File: src/hdl/cis_pkg.sv
// Purpose: Shared constants for the ceiling status and autoclear block
// Assumes: 16-bit register words reached through the internal register port
// Notes: Offsets are word addresses as seen on that port
`default_nettype none

package cis_pkg;
  // Register port geometry
  localparam int unsigned ADDR_W = 8;
  localparam int unsigned DATA_W = 16;
  localparam int unsigned SLOT_W = 4;
  localparam int unsigned NUM_SLOTS = 12;

  // Register offsets
  localparam logic [ADDR_W-1:0] CHAN1_CEILING_STATUS_ADDR = 8'h04;
  localparam logic [ADDR_W-1:0] CHAN2_CEILING_STATUS_ADDR = 8'h05;
  localparam logic [ADDR_W-1:0] INTERRUPT_AUTOCLEAR_ENABLES_ADDR = 8'h07;
  localparam logic [ADDR_W-1:0] IRQ_OUT1_ENABLES_ADDR = 8'h14;

  // Field positions
  localparam int unsigned FIFO_BIT = 15;
  localparam int unsigned SLOT_MSB = 11;

  // Reset values and writable masks
  localparam logic [DATA_W-1:0] STATUS_RESET = 16'h0000;
  localparam logic [DATA_W-1:0] AUTOCLEAR_RESET = 16'h8fff;
  localparam logic [DATA_W-1:0] IRQ_EN_RESET = 16'h0000;
  localparam logic [DATA_W-1:0] RW_MASK = 16'h8fff;
  localparam logic [DATA_W-1:0] READ_IDLE = 16'h0000;
  localparam logic [NUM_SLOTS-1:0] SLOTS_NONE = 12'h000;
endpackage

`default_nettype wire

File: src/hdl/cis_flag_bank.sv
// Purpose: Bank of sticky flags, set by hardware, cleared by strobes
// Assumes: Set and clear are one-cycle strobes in the clock domain
// Notes: A set in the same cycle as a clear leaves the flag set
`timescale 1ns/1ps
`default_nettype none

module cis_flag_bank #(
  parameter int unsigned WIDTH = 12
) (
  input wire logic clock_in,
  input wire logic sys_rst_in,
  input wire logic [WIDTH-1:0] set_in,
  input wire logic [WIDTH-1:0] clr_in,
  output logic [WIDTH-1:0] flags_out
);
  logic [WIDTH-1:0] flags_q;
  logic [WIDTH-1:0] flags_d;

  // Set beats clear so no event is lost during a clear
  assign flags_d = set_in | (flags_q & ~clr_in);
  assign flags_out = flags_q;

  // Flags start cleared
  always_ff @(posedge clock_in)
  begin
    if (sys_rst_in)
      flags_q <= '0;
    else
      flags_q <= flags_d;
  end
endmodule

`default_nettype wire

File: src/hdl/cis_irq_status.sv
// Purpose: Per-slot ceiling status, data-ready and FIFO level flags
// Assumes: Comparators, FIFO and data registers live outside this block
// Notes: Register reads answer one cycle after the read strobe
//
// How it works
// - Data update sets the slot's channel-one flag when over its ceiling.
// - Data update sets the slot's channel-two flag when over its ceiling.
// - Slot A..L map to status bits 0..11; bits 15..12 read zero.
// - Ceiling flags reset to zero; writing one clears, writing zero keeps.
// - With autoclear bit 15 set (reset default), FIFO read clears level flag.
// - Autoclear bits 0..11 default one; slot data read clears its ready flag.
// - FIFO level flag drives interrupt one only when enable bit 15 is set.
`timescale 1ns/1ps
`default_nettype none

module cis_irq_status
  (
  input wire logic clock_in,
  input wire logic sys_rst_in,
  // Register port
  input wire logic reg_wr_in,
  input wire logic reg_rd_in,
  input wire logic [cis_pkg::ADDR_W-1:0] reg_addr_in,
  input wire logic [cis_pkg::DATA_W-1:0] reg_wdata_in,
  output logic [cis_pkg::DATA_W-1:0] reg_rdata_out,
  output logic reg_rvalid_out,
  // Data register update from the sequencer
  input wire logic data_update_in,
  input wire logic [cis_pkg::SLOT_W-1:0] update_slot_in,
  input wire logic ch1_over_ceiling_in,
  input wire logic ch2_over_ceiling_in,
  // FIFO and data register read events
  input wire logic fifo_level_event_in,
  input wire logic fifo_read_in,
  input wire logic [cis_pkg::NUM_SLOTS-1:0] slot_data_read_in,
  // Explicit write-one clears from the level and data status registers
  input wire logic fifo_level_clr_in,
  input wire logic [cis_pkg::NUM_SLOTS-1:0] data_ready_clr_in,
  // Flag views and interrupt
  output logic fifo_level_flag_out,
  output logic [cis_pkg::NUM_SLOTS-1:0] data_ready_flags_out,
  output logic irq_out1_out
);
  import cis_pkg::*;

  // One-hot slot decode; codes above slot L decode to nothing
  function automatic logic [NUM_SLOTS-1:0] slot_onehot(
    input logic [SLOT_W-1:0] idx,
    input logic en
  );
    logic [NUM_SLOTS-1:0] v;
    v = SLOTS_NONE;
    for (int i = 0; i < NUM_SLOTS; i++)
      if (en && (idx == SLOT_W'(i)))
        v[i] = 1'b1;
    return v;
  endfunction

  logic [DATA_W-1:0] aclr_q;
  logic [DATA_W-1:0] aclr_d;
  logic [DATA_W-1:0] irq_en_q;
  logic [DATA_W-1:0] irq_en_d;
  logic [DATA_W-1:0] rdata_q;
  logic [DATA_W-1:0] rdata_d;
  logic rvalid_q;
  logic [NUM_SLOTS-1:0] ch1_flags;
  logic [NUM_SLOTS-1:0] ch2_flags;
  logic [NUM_SLOTS-1:0] ready_flags;
  logic fifo_flag;

  // Address decode
  wire sel_ch1 = reg_addr_in == CHAN1_CEILING_STATUS_ADDR;
  wire sel_ch2 = reg_addr_in == CHAN2_CEILING_STATUS_ADDR;
  wire sel_aclr = reg_addr_in == INTERRUPT_AUTOCLEAR_ENABLES_ADDR;
  wire sel_irq_en = reg_addr_in == IRQ_OUT1_ENABLES_ADDR;

  // Ceiling flag set and clear terms
  wire [NUM_SLOTS-1:0] ch1_set =
    slot_onehot(update_slot_in, data_update_in && ch1_over_ceiling_in);
  wire [NUM_SLOTS-1:0] ch2_set =
    slot_onehot(update_slot_in, data_update_in && ch2_over_ceiling_in);
  wire [NUM_SLOTS-1:0] ch1_clr =
    (reg_wr_in && sel_ch1) ? reg_wdata_in[SLOT_MSB:0] : SLOTS_NONE;
  wire [NUM_SLOTS-1:0] ch2_clr =
    (reg_wr_in && sel_ch2) ? reg_wdata_in[SLOT_MSB:0] : SLOTS_NONE;

  // Data-ready flags: set on every update, autoclear gated per slot
  wire [NUM_SLOTS-1:0] ready_set = slot_onehot(update_slot_in, data_update_in);
  wire [NUM_SLOTS-1:0] ready_clr =
    (slot_data_read_in & aclr_q[SLOT_MSB:0]) | data_ready_clr_in;
  wire fifo_clr =
    (fifo_read_in && aclr_q[FIFO_BIT]) || fifo_level_clr_in;

  // Interrupt one: FIFO level and data-ready sources behind their enables
  wire irq_w = (fifo_flag && irq_en_q[FIFO_BIT]) ||
    (|(ready_flags & irq_en_q[SLOT_MSB:0]));

  // Control register write paths; reserved bits stay zero
  assign aclr_d = (reg_wr_in && sel_aclr) ? (reg_wdata_in & RW_MASK) : aclr_q;
  assign irq_en_d =
    (reg_wr_in && sel_irq_en) ? (reg_wdata_in & RW_MASK) : irq_en_q;

  // Read mux; unmapped offsets answer zero
  wire [DATA_W-1:0] rd_mux =
    sel_ch1 ? {4'h0, ch1_flags} :
    sel_ch2 ? {4'h0, ch2_flags} :
    sel_aclr ? aclr_q :
    sel_irq_en ? irq_en_q : READ_IDLE;
  assign rdata_d = reg_rd_in ? rd_mux : rdata_q;

  // One bank per source; inside each, a set beats a same-cycle clear
  cis_flag_bank #(.WIDTH(NUM_SLOTS)) u_ch1 (
    .clock_in(clock_in),
    .sys_rst_in(sys_rst_in),
    .set_in(ch1_set),
    .clr_in(ch1_clr),
    .flags_out(ch1_flags)
  );

  cis_flag_bank #(.WIDTH(NUM_SLOTS)) u_ch2 (
    .clock_in(clock_in),
    .sys_rst_in(sys_rst_in),
    .set_in(ch2_set),
    .clr_in(ch2_clr),
    .flags_out(ch2_flags)
  );

  cis_flag_bank #(.WIDTH(NUM_SLOTS)) u_ready (
    .clock_in(clock_in),
    .sys_rst_in(sys_rst_in),
    .set_in(ready_set),
    .clr_in(ready_clr),
    .flags_out(ready_flags)
  );

  cis_flag_bank #(.WIDTH(1)) u_fifo (
    .clock_in(clock_in),
    .sys_rst_in(sys_rst_in),
    .set_in(fifo_level_event_in),
    .clr_in(fifo_clr),
    .flags_out(fifo_flag)
  );

  // Control registers, read data and the registered interrupt
  always_ff @(posedge clock_in)
  begin
    if (sys_rst_in)
    begin
      aclr_q <= AUTOCLEAR_RESET;
      irq_en_q <= IRQ_EN_RESET;
      rdata_q <= READ_IDLE;
      rvalid_q <= 1'b0;
      irq_out1_out <= 1'b0;
    end
    else
    begin
      aclr_q <= aclr_d;
      irq_en_q <= irq_en_d;
      rdata_q <= rdata_d;
      rvalid_q <= reg_rd_in;
      irq_out1_out <= irq_w;
    end
  end

  // Outputs straight from flip-flops
  assign reg_rdata_out = rdata_q;
  assign reg_rvalid_out = rvalid_q;
  assign fifo_level_flag_out = fifo_flag;
  assign data_ready_flags_out = ready_flags;

  // Checks on the flag and interrupt behaviour
  property p_ch1_set;
    @(posedge clock_in) disable iff (sys_rst_in)
    (data_update_in && ch1_over_ceiling_in && update_slot_in <= SLOT_MSB)
    |=> ch1_flags[$past(update_slot_in)];
  endproperty
  a_ch1_set: assert property (p_ch1_set)
    else $error("channel one ceiling flag not set");

  property p_ch2_set;
    @(posedge clock_in) disable iff (sys_rst_in)
    (data_update_in && ch2_over_ceiling_in && update_slot_in <= SLOT_MSB)
    |=> ch2_flags[$past(update_slot_in)];
  endproperty
  a_ch2_set: assert property (p_ch2_set)
    else $error("channel two ceiling flag not set");

  property p_reserved_zero;
    @(posedge clock_in) disable iff (sys_rst_in)
    (reg_rd_in && (sel_ch1 || sel_ch2)) |=>
      reg_rdata_out[DATA_W-1:NUM_SLOTS] == '0;
  endproperty
  a_reserved_zero: assert property (p_reserved_zero)
    else $error("reserved status bits read nonzero");

  property p_ch1_sticky;
    @(posedge clock_in) disable iff (sys_rst_in)
    1'b1 |=> ((~ch1_flags & $past(ch1_flags) & ~$past(ch1_clr)) == 12'h000);
  endproperty
  a_ch1_sticky: assert property (p_ch1_sticky)
    else $error("ceiling flag dropped without a write of one");

  property p_ch2_w1c;
    @(posedge clock_in) disable iff (sys_rst_in)
    (reg_wr_in && sel_ch2 && !data_update_in) |=>
      ((ch2_flags & $past(reg_wdata_in[SLOT_MSB:0])) == 12'h000);
  endproperty
  a_ch2_w1c: assert property (p_ch2_w1c)
    else $error("write of one did not clear ceiling flag");

  property p_fifo_autoclear;
    @(posedge clock_in) disable iff (sys_rst_in)
    (fifo_read_in && aclr_q[FIFO_BIT] && !fifo_level_event_in)
    |=> !fifo_level_flag_out;
  endproperty
  a_fifo_autoclear: assert property (p_fifo_autoclear)
    else $error("FIFO read did not clear level flag");

  property p_ready_autoclear;
    @(posedge clock_in) disable iff (sys_rst_in)
    1'b1 |=> ((ready_flags & $past(slot_data_read_in & aclr_q[SLOT_MSB:0]
      & ~ready_set)) == 12'h000);
  endproperty
  a_ready_autoclear: assert property (p_ready_autoclear)
    else $error("slot data read did not clear ready flag");

  property p_fifo_hold;
    @(posedge clock_in) disable iff (sys_rst_in)
    (fifo_flag && !aclr_q[FIFO_BIT] && !fifo_level_clr_in) |=> fifo_flag;
  endproperty
  a_fifo_hold: assert property (p_fifo_hold)
    else $error("level flag cleared with autoclear off");

  property p_irq_fifo;
    @(posedge clock_in) disable iff (sys_rst_in)
    (fifo_flag && irq_en_q[FIFO_BIT]) |=> irq_out1_out;
  endproperty
  a_irq_fifo: assert property (p_irq_fifo)
    else $error("enabled level flag did not drive interrupt");

  property p_irq_quiet;
    @(posedge clock_in) disable iff (sys_rst_in)
    (!irq_en_q[FIFO_BIT] && (ready_flags & irq_en_q[SLOT_MSB:0]) == 12'h000)
    |=> !irq_out1_out;
  endproperty
  a_irq_quiet: assert property (p_irq_quiet)
    else $error("interrupt driven with sources disabled");
endmodule

`default_nettype wire

File: config.mk
export PLATFORM = sky130hd
export DESIGN_NAME = cis_irq_status
export DESIGN_NICKNAME = d
export VERILOG_FILES = /design/src/hdl/cis_pkg.sv /design/src/hdl/cis_flag_bank.sv /design/src/hdl/cis_irq_status.sv
export SDC_FILE = /design/constraint.sdc
export NUM_CORES = 1
export LEC_CHECK = 0
export ABC_AREA = 1
export BUFFER_PORTS_ARGS = -buffer_cell sky130_fd_sc_hd__clkbuf_2
export CAP_MARGIN = 15
export CORE_MARGIN = 1.5
export CORE_UTILIZATION = 51
export CTS_CLUSTER_DIAMETER = 150
export DETAILED_ROUTE_END_ITERATION = 8
export PLACE_DENSITY_LB_ADDON = 0.1
export SLEW_MARGIN = 10
export SYNTH_ARGS = -nofsm -noshare
export SYNTH_HDL_FRONTEND = slang
export SYNTH_SLANG_ARGS = --single-unit
File: constraint.sdc
create_clock -name clock_in -period 1.34 [get_ports clock_in]
set_clock_uncertainty 0.05 [all_clocks]
set_input_delay 0.134 -clock clock_in [delete_from_list [all_inputs] [get_ports clock_in]]
set_output_delay 0.134 -clock clock_in [all_outputs]
set_load 0.02 [all_outputs]
# After elaboration in Yosys (flattened, before gate mapping)

Cells that the tools add are included.

Register bits: 81
Logic and storage cells: 129
Output and inout port bits: 31

Bitwise operators: 15
Equal/unequal tests: 15
Multiplexer cells: 42
Reductions and logical operators: 48

Operators with widths:

| operator           | number |
|---|---|
| $mux 16            | 4 |
| $and 12x12->12     | 5 |
| $or 12x12->12      | 4 |
| $logic_and 1x1->1  | 44 |
| $mux 1             | 36 |
| $not 12->12        | 3 |
| $eq 8x3->1 const B | 3 |
| $mux 12            | 2 |
| $eq 4x3->1 const B | 4 |
| $eq 4x4->1 const B | 4 |
| $reduce_or 12->1   | 1 |
| $eq 4x2->1 const B | 2 |
| $eq 8x5->1 const B | 1 |
| $eq 4x1->1 const B | 1 |
| $logic_not 4->1    | 1 |
| $logic_or 1x1->1   | 2 |
| $and 1x1->1        | 1 |
| $not 1->1          | 1 |
| $or 1x1->1         | 1 |

# Depth between registers and ports, before layout

Depth in word-level cells: 6
Depth in mapped cells: 10
Gate-level depth less buffers: 9

# By module

Synthesis repeated with hierarchy kept, for this count alone.

Cells, all modules: 593
Area, all modules: 4179.0 µm²

Modules (own cells, without submodules):

| module                     | area an instance (µm²) | instances | cells each | seq. area each (µm²) |
|---|---|---|---|---|
| cis_irq_status             | 2686.3                 | 1         | 405        | 820.8 |
| cis_flag_bank at u_ch1 ... | 484.2                  | 3         | 61         | 240.2 |
| cis_flag_bank at u_fifo    | 40.0                   | 1         | 5          | 20.0 |

# Worst setup path after synthesis

No wires, ideal clock.

Path type: input -> register
Start point: input port reg_addr_in[3] (netlist bit)
End point: register u_ch1.flags_q[11], in the netlist u_ch1.flags_out[11]
Library setup time: 0.138 ns
Setup slack: 0.218 ns
Arrival: 0.934 ns
Buffers on the path: 1
Cell stages on the path: 7
Required time: 1.152 ns
Path through: inv_1 nand2_4 nor3_4 nand2_1 buf_2 o21ai_1 a21oi_1

Cells in the longest elaborated chain, start to end: 6

RTL lines:

| element              | line                 | RTL |
|---|---|---|
| start, declared      | cis_irq_status.sv:23 | `input wire logic [cis_pkg::ADDR_W-1:0] reg_addr_in,` |
| $eq 8x3->1           | cis_irq_status.sv:72 | `wire sel_ch1 = reg_addr_in == CHAN1_CEILING_STATUS_ADDR;` |
| $logic_and 1x1->1    | cis_irq_status.sv:83 | `(reg_wr_in && sel_ch1) ? reg_wdata_in[SLOT_MSB:0] : SLOTS_NONE;` |
| $mux 12              | cis_irq_status.sv:83 |  |
| $not 12->12          | cis_flag_bank.sv:20  | `assign flags_d = set_in \| (flags_q & ~clr_in);` |
| $and 12x12->12       | cis_flag_bank.sv:20  |  |
| $or 12x12->12        | cis_flag_bank.sv:20  |  |
| end signal, assigned | cis_flag_bank.sv:29  | `flags_q <= flags_d;` |
| end, declared        | cis_flag_bank.sv:16  | `logic [WIDTH-1:0] flags_q;` |

No other way between the ends.
A chain may end at the register's enable or synchronous reset.

# Final worst setup path

Start point: register u_ready.flags_q[7], in the netlist u_ready.flags_out[7]
End point: output port data_ready_flags_out[7] (netlist bit)

RTL lines:

| element                | line                 | RTL |
|---|---|---|
| start, declared        | cis_flag_bank.sv:16  |  |
| start signal, assigned | cis_flag_bank.sv:29  |  |
| end, declared          | cis_irq_status.sv:41 | `output logic [cis_pkg::NUM_SLOTS-1:0] data_ready_flags_out,` |

No word-level cell between the ends.

==> impl_metrics.csv <==
group,metric,value,unit
die,fp.dieW,88.2,um
routing,vias,3805,
worst_hold_path,whs_path_depth,4,
sta,timing.hold.ws,-3.13,ps
grt,antenna_found_initial,0,
clocking,clk_latency,360,ps
run_status,status,"finished with violations",
placement,place.gp.congestion,0.910,
placement,io_buffers,86,
sta,finalSetupViolCount,0,
final_layout,area_growth,26.0,%
synth,synth.area.top_cells,"dfxtp_1 (42%), nand2_1 (13%), a21oi_1 (11%), inv_1 (6.4%), o211ai_1 (5.1%)",
grt,grt_pass1_wl,17.2,mm
final_layout,seqCellArea,0.00156,mm2
worst_setup_path,slowest_stage,"dfxtp_1",
synth,yosys_warnings,0,
worst_setup_path,crit_buf_inv,1,
die,start_util,53.6,%
routing,detailedRoute.firstPassIterationCount,7,
clocking,h-tree-depth,3,
synth,synth-main-ff-cell,"dfxtp_1",
routing,drt-met1-wl,4.27,mm
die,num_rows,30,
sta,slew_violations,0,
die,io_pins,93,
worst_setup_path,rr_worst_depth,4,
routing,drtIter0Drc,204,
synth,syn_avg_cell_area,7.12,um2
worst_setup_path,path_max_fanout,3,
routing,routed.top_layer,"met4",
worst_setup_path,critPathTopFamily,"flip-flops",
synth,ys_types,28,
synth,synthArstFlopShare,0,%
routing,vias_per_cell,5.28,
synth,yosysTopAreaCell,"dfxtp_1",
power,clock_power_share,40.2,%
routing,postRouteAntennaNets,0,
grt,grt_max_degree,29,
routing,drt-total-wl,10.7,mm
clocking,tritoncts,"built",
clocking,ctsResizeCount,0,
synth,synth_top_area_share,42.2,%
placement,dp_hpwl,7.69,mm
clocking,cts-root-buf,"clkbuf_8",
clocking,numCtsBuffers,9,
synth,synth-edff-count,0,
synth,synth_area,0.00370,mm2
worst_hold_path,hp-class,"in -> reg",
synth,synthTopCellsByCount,"nand2_1 (133), a21oi_1 (81), dfxtp_1 (78), inv_1 (63), o21ai_0 (27)",
die,dieArea,0.00778,mm2
run_status,violations,"negative hold slack",
die,core_area,0.00691,mm2
worst_setup_path,critPathCaptureType,"primary output",
sta,final_hold_viol_count,1,
final_layout,finalNetCount,683,
sta,fmax,0.898,GHz
die,die_y,88.2,um
power,vdd_ir_drop_max,0.000604,V
power,p_total,4.68,mW
synth,synth_cells,520,
power,p_comb_share,9.6,%
final_layout,n_antenna_cell,0,
worst_setup_path,arrival,930,ps
worst_setup_path,required,1160,ps
synth,seq_area_frac_synth,42.2,%
sta,layout_min_cycle_time,1110,ps
synth,ys_ff_latch,78,
power,seqPwrFrac,50.2,%
worst_setup_path,cp.depth,1,
power,cell_internal_pwr,3.55,mW
clocking,path_clk_slew,90,ps
job,cap_violations,0,
grt,grt_overflow_total,0,
clocking,clock-sinks,78,
routing,wl_met2,5.34,mm
synth,yosysMostFrequentCell,"nand2_1",
power,sw_frac_of_total,24.1,%
grt,grt_pass1_vias,3732,
grt,grt_usage,29.2,%
routing,wl_per_cell,14.8,um
routing,wl_met3,737,um
worst_setup_path,path_class,"reg -> out",
power,power.density,1000,mW/mm2
final_layout,final.fill_count,632,
worst_setup_path,startpoint_type,"register",
final_layout,layout-drive-gt1-share,22.9,%
clocking,post_cts_buffers,0,
power,switching_power,1.13,mW
power,leakage,2.04,nW
clocking,clock_path_buffers,2,
sta,fin_crit_sh,83.1,%
routing,drcViolationCount,0,
final_layout,multiInputGateArea,0.00173,mm2
worst_setup_path,cp_cell_sequence,"clkbuf_2",
worst_setup_path,critPathMaxStageDelay,380,ps
sta,rsz0062_at_grt,"false",
[stage by stage]
| step | utilization, % | instances | instance area [um2] | setup TNS [ps] | worst slack [ps] |
|---|---|---|---|---|---|
| 5_1_grt | 67.5 | 721 | 4660 | 0 | 180 |
| 3_3_place_gp | 62.6 | 692 | 4320 | 0 | 8.36 |
| 4_1_cts | 67.5 | 721 | 4660 | 0 | 222 |
| 2_1_floorplan | - | 522 | 3710 | 0 | 218 |
| 6_report | 67.5 | 721 | 4660 | 0 | 226 |
| 3_5_place_dp | 62.6 | 692 | 4320 | -572 | -50.0 |
[what timing repair did]
item	in CTS	in global routing
endpoints found under the setup margin	0	0
endpoints found under the hold margin	12	0
hold buffers	14	0
[cell type report]
cell class	instances	share of cell area [%]
Clock buffer	11	2.82
Clock inverter	4	1.56
Inverter	66	5.31
Multi-Input combinational cell	348	37.0
Sequential cell	78	33.5
Tap cell	96	2.58
Timing Repair Buffer	118	17.3
[logic make-up after synthesis]
logic type             Yosys count  synth area share (%)
and+or+nand+nor                192                  23.0
AOI/OAI and AO/OA              153                  23.3
buffers and inverters           96                  11.4
DFF                             78                  42.2
other                            1                 0.101
[layer usage]
layer  vias to the layer above  track usage (%)
met2                       155             52.0
li1                       1898                -
met1                      1726             34.6
met4                         0             12.9
met3                        26             4.81
met5                         -                0
[state kept, by name (all words and copies together) (netlist names)]
| register | count |
|---|---|
| aclr_q | 13 |
| irq_en_q | 13 |
| reg_rvalid_out | 1 |
| u_fifo.flags_out | 1 |
| u_ch2.flags_out | 12 |
| u_ready.flags_out | 12 |
| reg_rdata_out | 13 |
| irq_out1_out | 1 |
| u_ch1.flags_out | 12 |
[final timing paths]
path | start | endpoint | slack [ps]
setup reg to reg | irq_en_q[8] | irq_out1_out | 340
hold reg to reg | irq_en_q[5] | irq_en_q[5] | 420
setup / recovery | u_ready.flags_out[7] | data_ready_flags_out[7] | 230
hold / removal | data_ready_clr_in[7] | u_ready.flags_out[7] | -3
[power by group through the flow]
stage                     Clock [mW]  Combinational [mW]  Sequential (mW)
final                           1.88               0.451             2.35
after global routing            2.00               0.490             2.35
after CTS                       1.90               0.445             2.35
after detailed placement           0               0.411             2.40
after global placement             0               0.405             2.40
after floorplan                    0               0.212             2.41
[placed cells by master, fill, tap and decap left out, types with 2 or more instances in the layout]
cell type and n:
clkbuf_1 2, nor2_4 3, bufinv_16 2, nand2_2 3
inv_1 63, buf_4 10, clkbuf_8 9, nand3_1 22
nor2_1 18, dfxtp_1 78, buf_12 8, clkbuf_2 86
nand4_1 2, nand3_2 7, a21oi_2 8, dlygate4sd3_1 14
o21ai_0 27, conb_1 3, o211ai_1 25, nand2_1 133
a21oi_1 81, o21ai_1 10, inv_2 2
Note: power is estimated with default switching activity, not from simulation.
